--- config.mk ---
export PLATFORM = sky130hd
export DESIGN_NAME = sramc_host
export DESIGN_NICKNAME = d
export VERILOG_FILES = /design/src/sramc_pkg.sv /design/src/sramc_host.sv
export VERILOG_INCLUDE_DIRS = /design/src
export SDC_FILE = /design/constraint.sdc
export NUM_CORES = 1
export LEC_CHECK = 0
export BUFFER_PORTS_ARGS = -buffer_cell sky130_fd_sc_hd__buf_2
export CAP_MARGIN = 25
export CORE_MARGIN = 4
export CORE_UTILIZATION = 45
export DETAILED_ROUTE_END_ITERATION = 10
export GPL_ROUTABILITY_DRIVEN = 0
export PLACE_DENSITY = 0.78
export SLEW_MARGIN = 20
export SYNTH_ARGS = -nofsm -noshare
export SYNTH_HDL_FRONTEND = slang
export SYNTH_SLANG_ARGS = --single-unit
--- constraint.sdc ---
create_clock -name clock -period 3.7 [get_ports clock]
set_input_delay 0.37 -clock clock [delete_from_list [all_inputs] [get_ports clock]]
set_output_delay 0.37 -clock clock [all_outputs]
set_load 0.01 [all_outputs]
--- src/sramc_consts.svh ---
// Timing counts and widths for the static memory host controller
`ifndef SRAMC_CONSTS_SVH
`define SRAMC_CONSTS_SVH

`define SRAMC_CLK_PERIOD_NS  5
`define SRAMC_ADDR_W         10
`define SRAMC_DATA_W         4
`define SRAMC_DEPTH          1024
// Speed grade timings in ns (fastest grade by default)
`define SRAMC_ACCESS_NS      200
`define SRAMC_WRITE_WIN_NS   100
`define SRAMC_OVERLAP_NS     100
`define SRAMC_RELEASE_NS     20
`define SRAMC_RELEASE_Z_NS   40
// Cycle counts: least times round up
`define SRAMC_ACCESS_CYC     ((`SRAMC_ACCESS_NS + `SRAMC_CLK_PERIOD_NS - 1) / `SRAMC_CLK_PERIOD_NS)
`define SRAMC_WRITE_WIN_CYC  ((`SRAMC_WRITE_WIN_NS + `SRAMC_CLK_PERIOD_NS - 1) / `SRAMC_CLK_PERIOD_NS)
`define SRAMC_OVERLAP_CYC    ((`SRAMC_OVERLAP_NS + `SRAMC_CLK_PERIOD_NS - 1) / `SRAMC_CLK_PERIOD_NS)
`define SRAMC_RELEASE_CYC    ((`SRAMC_RELEASE_NS + `SRAMC_CLK_PERIOD_NS - 1) / `SRAMC_CLK_PERIOD_NS)
`define SRAMC_RELEASE_Z_CYC  ((`SRAMC_RELEASE_Z_NS + `SRAMC_CLK_PERIOD_NS - 1) / `SRAMC_CLK_PERIOD_NS)
`define SRAMC_CNT_W          8

`endif

--- src/sramc_pkg.sv ---
// Types for the static memory host controller
`default_nettype none
package sramc_pkg;
	typedef enum logic [4:0] {
		SRAMC_IDLE  = 5'h01,
		SRAMC_READ  = 5'h02,
		SRAMC_WTURN = 5'h04,
		SRAMC_WRITE = 5'h08,
		SRAMC_WREL  = 5'h10
	} sramc_state_e;
endpackage
`default_nettype wire
--- src/sramc_host.sv ---
// Host controller that reads and writes a 1K by 4 asynchronous static memory
`timescale 1ns/1ps
`default_nettype none
`include "sramc_consts.svh"

// Contract
// - Host keeps strobe high during address changes.
// - Host holds address through window plus release.
// - New address no later than window opening.
// - Host holds data overlap time before close.
// - Window from later fall to strobe rise.
// - Cycle equals access time, no address setup.
module sramc_host
	import sramc_pkg::*;
(
	input  wire logic                       clock,        // System clock
	input  wire logic                       sys_rst,      // Synchronous reset, active high
	input  wire logic                       req_valid,    // Access request
	output logic                            req_ready,    // Request taken when both high
	input  wire logic                       req_write,    // High for write, low for read
	input  wire logic [`SRAMC_ADDR_W-1:0]   req_addr,     // Word address
	input  wire logic [`SRAMC_DATA_W-1:0]   req_wdata,    // Write data
	output logic                            rsp_valid,    // One-cycle read data pulse
	output logic [`SRAMC_DATA_W-1:0]        rsp_rdata,    // Read data
	output logic                            done_pulse,   // One-cycle completion of any access
	output logic [`SRAMC_ADDR_W-1:0]        word_addr,    // Address pins to memory
	output logic                            select_n,     // Active-low select pin
	output logic                            write_n,      // Active-low write strobe pin
	input  wire logic [`SRAMC_DATA_W-1:0]   shared_data_pins_i,  // Data pins as seen
	output logic [`SRAMC_DATA_W-1:0]        shared_data_pins_o,  // Data driven to pins
	output logic                            shared_data_pins_oe  // High while host drives pins
);

	sramc_state_e                  state_q;        // Access sequencer
	logic [`SRAMC_CNT_W-1:0]       cnt_q;          // Phase cycle counter
	logic [`SRAMC_DATA_W-1:0]      din_meta_q;     // First sync stage
	logic [`SRAMC_DATA_W-1:0]      din_sync_q;     // Second sync stage
	logic                          cnt_zero;       // Current phase on its last cycle
	logic                          win_next;       // Strobe low and pins driven next cycle
	logic                          rd_last;        // Last cycle of a read

	// Counter load value as a sized count
	function automatic logic [`SRAMC_CNT_W-1:0] cyc(input int n);
		cyc = `SRAMC_CNT_W'(n - 1);
	endfunction

	// Write window decode, shared by strobe and pin drive so both move together
	function automatic logic in_window(input sramc_state_e st, input logic last);
		in_window = (st == SRAMC_WTURN && last) || (st == SRAMC_WRITE && !last);
	endfunction

	// Last cycle of the given phase
	function automatic logic phase_end(input sramc_state_e st, input sramc_state_e want, input logic last);
		phase_end = (st == want) && last;
	endfunction

	// Phase decodes used by several processes
	assign cnt_zero = (cnt_q == 8'h00);
	assign win_next = in_window(state_q, cnt_zero);
	assign rd_last  = phase_end(state_q, SRAMC_READ, cnt_zero);

	// Ready only when idle
	assign req_ready = (state_q == SRAMC_IDLE);

	// Pin data passes two flip-flops before use
	always_ff @(posedge clock) begin
		if (sys_rst) begin
			// Both stages cleared
			din_meta_q <= 4'h0;
			din_sync_q <= 4'h0;
		end else begin
			// Pin level shifts through both stages
			din_meta_q <= shared_data_pins_i;
			din_sync_q <= din_meta_q;
		end
	end

	// Sequencer and counter
	always_ff @(posedge clock) begin
		if (sys_rst) begin
			// Idle and ready out of reset
			state_q <= SRAMC_IDLE;
			cnt_q   <= 8'h00;
		end else begin
			unique case (state_q)
				SRAMC_IDLE: begin
					// Address applied with strobe high, no setup wait
					if (req_valid) begin
						if (req_write) begin
							state_q <= SRAMC_WTURN;
							cnt_q   <= cyc(`SRAMC_RELEASE_Z_CYC);
						end else begin
							// Read spans access time plus two sync stages
							state_q <= SRAMC_READ;
							cnt_q   <= cyc(`SRAMC_ACCESS_CYC + 2);
						end
					end
				end
				SRAMC_READ: begin
					// Select stays low until the word is through the sync stages
					if (cnt_q == 8'h00) begin
						// Back to idle, data captured on this edge
						state_q <= SRAMC_IDLE;
					end else begin
						// Count the access down
						cnt_q <= cnt_q - 8'h01;
					end
				end
				SRAMC_WTURN: begin
					// Turnaround with strobe high: the device still reads here and lets go
					// of the pins only once the strobe falls
					if (cnt_q == 8'h00) begin
						state_q <= SRAMC_WRITE;
						cnt_q   <= cyc((`SRAMC_WRITE_WIN_CYC > `SRAMC_OVERLAP_CYC) ?
							`SRAMC_WRITE_WIN_CYC : `SRAMC_OVERLAP_CYC);
					end else begin
						cnt_q <= cnt_q - 8'h01;
					end
				end
				SRAMC_WRITE: begin
					// Window and data overlap both met before strobe rises
					if (cnt_q == 8'h00) begin
						// Strobe rises on this edge, release interval starts
						state_q <= SRAMC_WREL;
						cnt_q   <= cyc(`SRAMC_RELEASE_CYC);
					end else begin
						// Strobe held low
						cnt_q <= cnt_q - 8'h01;
					end
				end
				SRAMC_WREL: begin
					// Address still held for release interval
					if (cnt_q == 8'h00) begin
						// Deselect and complete on this edge
						state_q <= SRAMC_IDLE;
					end else begin
						// Address and select held
						cnt_q <= cnt_q - 8'h01;
					end
				end
				default: begin
					// Illegal code recovers to idle
					state_q <= SRAMC_IDLE;
				end
			endcase
		end
	end

	// Address and write data latched on acceptance, stable for the access
	always_ff @(posedge clock) begin
		if (sys_rst) begin
			// Parked at word zero
			word_addr          <= 10'h000;
			shared_data_pins_o <= 4'h0;
		end else if (req_valid && req_ready) begin
			// Taken only on acceptance, so both stand for the whole access
			word_addr          <= req_addr;
			shared_data_pins_o <= req_wdata;
		end
	end

	// Select low for the whole access, high once the release interval is over
	always_ff @(posedge clock) begin
		if (sys_rst) begin
			// Deselected out of reset
			select_n <= 1'b1;
		end else begin
			// Low from acceptance, through the window and release interval
			select_n <= !((state_q == SRAMC_IDLE && req_valid) ||
				(state_q == SRAMC_READ && !cnt_zero) ||
				(state_q == SRAMC_WTURN) || (state_q == SRAMC_WRITE) ||
				(state_q == SRAMC_WREL && !cnt_zero));
		end
	end

	// Strobe falls after address is set, rises while address held
	always_ff @(posedge clock) begin
		if (sys_rst) begin
			// Strobe high out of reset, so nothing is stored
			write_n <= 1'b1;
		end else begin
			// Same decode as the pin drive, so both edges coincide
			write_n <= !win_next;
		end
	end

	// Drive pins only inside the window, data stands through the overlap
	always_ff @(posedge clock) begin
		if (sys_rst) begin
			// Pins released out of reset
			shared_data_pins_oe <= 1'b0;
		end else begin
			// Driven exactly while the strobe is low
			shared_data_pins_oe <= win_next;
		end
	end

	// Read data captured at end of read, completion pulses
	always_ff @(posedge clock) begin
		if (sys_rst) begin
			// Pulses low out of reset
			rsp_valid  <= 1'b0;
			rsp_rdata  <= 4'h0;
			done_pulse <= 1'b0;
		end else begin
			rsp_valid  <= rd_last;
			done_pulse <= rd_last || phase_end(state_q, SRAMC_WREL, cnt_zero);
			if (rd_last) begin
				// Word held until the next read ends
				rsp_rdata <= din_sync_q;
			end
		end
	end

endmodule // sramc_host
`default_nettype wire

==> results.sh <==
export IMPL_status="complete, no violations"
export IMPL_synth_edf_count=0
export IMPL_drive_gt1_share_pct=23.4
export IMPL_post_cts_buffers=0
export IMPL_overflow=0
export IMPL_p_int_uw=693
export IMPL_clock_skew_ps=5.81
export IMPL_drt_initial_drc_count=179
export IMPL_yosys_top_cells_count="44 x dfxtp_1, 35 x nand2_1, 26 x a21oi_1, 11 x nor2_1, 9 x clkbuf_1"
export IMPL_grt_pass1_wl_mm=6.78
export IMPL_synth_cells=222
export IMPL_rsz0062_at_grt="no"
export IMPL_stdcell_area_um2=2180
export IMPL_fin_crit_ps=2610
export IMPL_first_pass_iters=5
export IMPL_ys_seq_area_share_pct=46.3
export IMPL_rr_endpoint="cnt_q[5]"
export IMPL_track_usage_pct=16.4
export IMPL_drtAntennaViolNets=0
export IMPL_nets=279
export IMPL_routedWlPerCell_um=14.1
export IMPL_clock_root_buffer="clkbuf_8"
export IMPL_yosysWarnings=0
export IMPL_hold_path_class="in2reg"
export IMPL_critPathMaxFanout=11
export IMPL_rr_worst_depth=7
export IMPL_r2r_start="cnt_q[0]"
export IMPL_fin_tns_setup_ps=0
export IMPL_seqCellArea_um2=881
export IMPL_ir_worst_vdd_mv=0.301
export IMPL_antenna_found_initial=0
export IMPL_synthTopCellsByArea="dfxtp_1 46%, nand2_1 6.9%, a21oi_1 6.8%"
export IMPL_htreeDepth=2
export IMPL_ys_async_sr_fraction_pct=0
export IMPL_drc=0
export IMPL_worst_ep_arrival_time_ps=2800
export IMPL_p_switching_uw=276
export IMPL_p_seq_share_pct=53.0
export IMPL_fin_crit_sh_pct=70.4
export IMPL_worst_pin_slew_ps=821
export IMPL_slew_headroom_pct=45.3
export IMPL_syn_to_final_growth_pct=14.8
export IMPL_hold_viol=0
export IMPL_synth_top_area_share_pct=46.3
export IMPL_p_clk_share_pct=30.1
export IMPL_vias=1692
export IMPL_cts_resized=0
export IMPL_die_h_um=73.0
export IMPL_ctsHoldBuffers=0
export IMPL_timing_final_setup_violations=0
export IMPL_critPathCaptureType="flop"
export IMPL_ys_types=51
export IMPL_grt_pass1_vias=1492
export IMPL_avgSynthCellArea_um2=8.57
export IMPL_placed_area_um2=2100
export IMPL_hold_start="shared_data_pins_i[2]"
export IMPL_dieArea_um2=5330
export IMPL_syn_nets=245
export IMPL_path_class="reg2reg"
export IMPL_initial_core_util_pct=46.9
export IMPL_fillCellCount=373
export IMPL_startpoint_type="flop"
export IMPL_multi_input_area_um2=900
export IMPL_die_w_um=73.0
export IMPL_grt_max_degree=47
export IMPL_synth_top_area_cell="dfxtp_1"
export IMPL_cts_sinks=44
export IMPL_powerDensity_nw_per_um2=444
export IMPL_routed_wl_mm=4.31
export IMPL_r2r_slack_ps=1090
export IMPL_vias_per_cell=5.53
export IMPL_cts_made_buffers=5
export IMPL_io_pins=46
export IMPL_maxCapViolations=0
export IMPL_required_ps=3900
export IMPL_combPwrFrac_pct=16.9
export IMPL_p_sw_share_pct=28.5
export IMPL_clockBufferDepth=2
export IMPL_insertion_delay_ps=300
export IMPL_cts_tree="built"
export IMPL_fmax_ghz=0.384
export IMPL_yosys_register_bits=44
export IMPL_hpwl_mm=2.96
export IMPL_rows=23
export IMPL_synth_ff_type="dfxtp_1"
export IMPL_slew_viol_final=0
export IMPL_synth_most_common_cell="dfxtp_1"
export IMPL_cellLeakagePower_uw=0.000893
export IMPL_cp_endpoint="cnt_q[5]"
export IMPL_core_area_um2=4060
export IMPL_io_buffers=45
export IMPL_startpoint="cnt_q[0]"
export IMPL_synth_cell_area_um2=1900
export IMPL_clk_pin_slew_ps=80
export IMPL_n_antenna_cell=0
## power groups by stage
stage          combinational, uW  sequential [uW]  clock [uW]
5_1_grt                      182              517         315
3_5_place_dp                 163              525           0
2_1_floorplan                120              526           0
3_3_place_gp                 160              525           0
4_1_cts                      163              514         294
6_report                     164              514         292
## cells in the final DEF (no fill, tap or decap), drive strengths merged, types with 2 or more instances in the layout
cell type / n
xor2: 2
o32ai: 3
or3b: 2
a221oi: 4
or4: 2
nor2: 11
and2: 3
inv: 7
a31oi: 3
nand4b: 2
buf: 46
dfxtp: 44
nand3: 5
nand2: 35
or4b: 2
clkbuf: 5
nor2b: 8
a211o: 2
a21oi: 26
nor4: 2
o21ai: 2
nand2b: 2
a211oi: 6
nor3b: 2
or3: 4
nor3: 4
or2: 3
## routing by layer
layer / wire length, um / GRT usage, % / vias to the layer above / share of wire, %
met3: 236 / 4.41 / 8 / 5.5
met1: 1950 / 20.7 / 791 / 45
met2: 2040 / 25.8 / 44 / 47
met4: 80 / 7.58 / 0 / 1.9
li1: - / - / 849 / -
met5: 0 / 0 / - / 0
## final cells by class
cell class / count / area share (%)
repair buffers: 46 / 10.7
flip-flops and latches: 44 / 40.3
clock inverters: 2 / 0.573
multi-input cells: 152 / 41.2
clock buffers: 5 / 3.15
inverters: 7 / 1.20
well taps: 50 / 2.87
## sequential cells by signal, indices dropped and copies added, names as in the netlist
signal / count
din_meta_q: 4
write_n: 1
state_q: 5
rsp_valid: 1
shared_data_pins_o: 4
cnt_q: 8
shared_data_pins_oe: 1
done_pulse: 1
select_n: 1
rsp_rdata: 4
word_addr: 10
din_sync_q: 4
## worst max-delay path, stage by stage, from the launching register on
cell and delay (ps):
dfxtp_1 320, inv_1 90, ha_1 210, or3b_2 540, nor2_1 540, and2_1 420
a221oi_1 100, o32ai_1 290
## cell families (layout without fill, tap and decap cells)
kind of cell             after synthesis  in the layout  share of synthesized area (%)
AO/OA/AOI/OAI                         58             58                           20.3
XOR/XNOR                               2              2                          0.921
adder cells (fa/ha/maj)                1              1                          0.658
buffers and inverters                 26             60                           6.38
flip-flops                            44             44                           46.3
multiplexers                           1              1                          0.526
AND/OR/NAND/NOR                       90             90                           24.9
## through the flow
| stage | utilization [%] | std cells | hold WS [ps] | total power (uW) | setup slack (ps) |
|---|---|---|---|---|---|
| floorplan | - | 222 | 414 | 646 | 1660 |
| global placement | 51.8 | 299 | 417 | 685 | 1280 |
| detailed placement | 51.8 | 299 | 422 | 688 | 1150 |
| CTS | 53.8 | 306 | 274 | 972 | 1120 |
| global route | 53.8 | 306 | 266 | 1010 | 992 |
| finish | 53.8 | 306 | 276 | 969 | 1090 |
## how the worst min path moves through the flow
stage | to | depth (start not counted)
final | din_meta_q[2] | 2
after global routing | din_meta_q[2] | 2
after CTS | din_meta_q[2] | 2
after detailed placement | din_sync_q[0] | 1
after global placement | din_sync_q[2] | 1
after floorplan | din_sync_q[0] | 1
No activity file was read; power rests on OpenSTA's default activity.
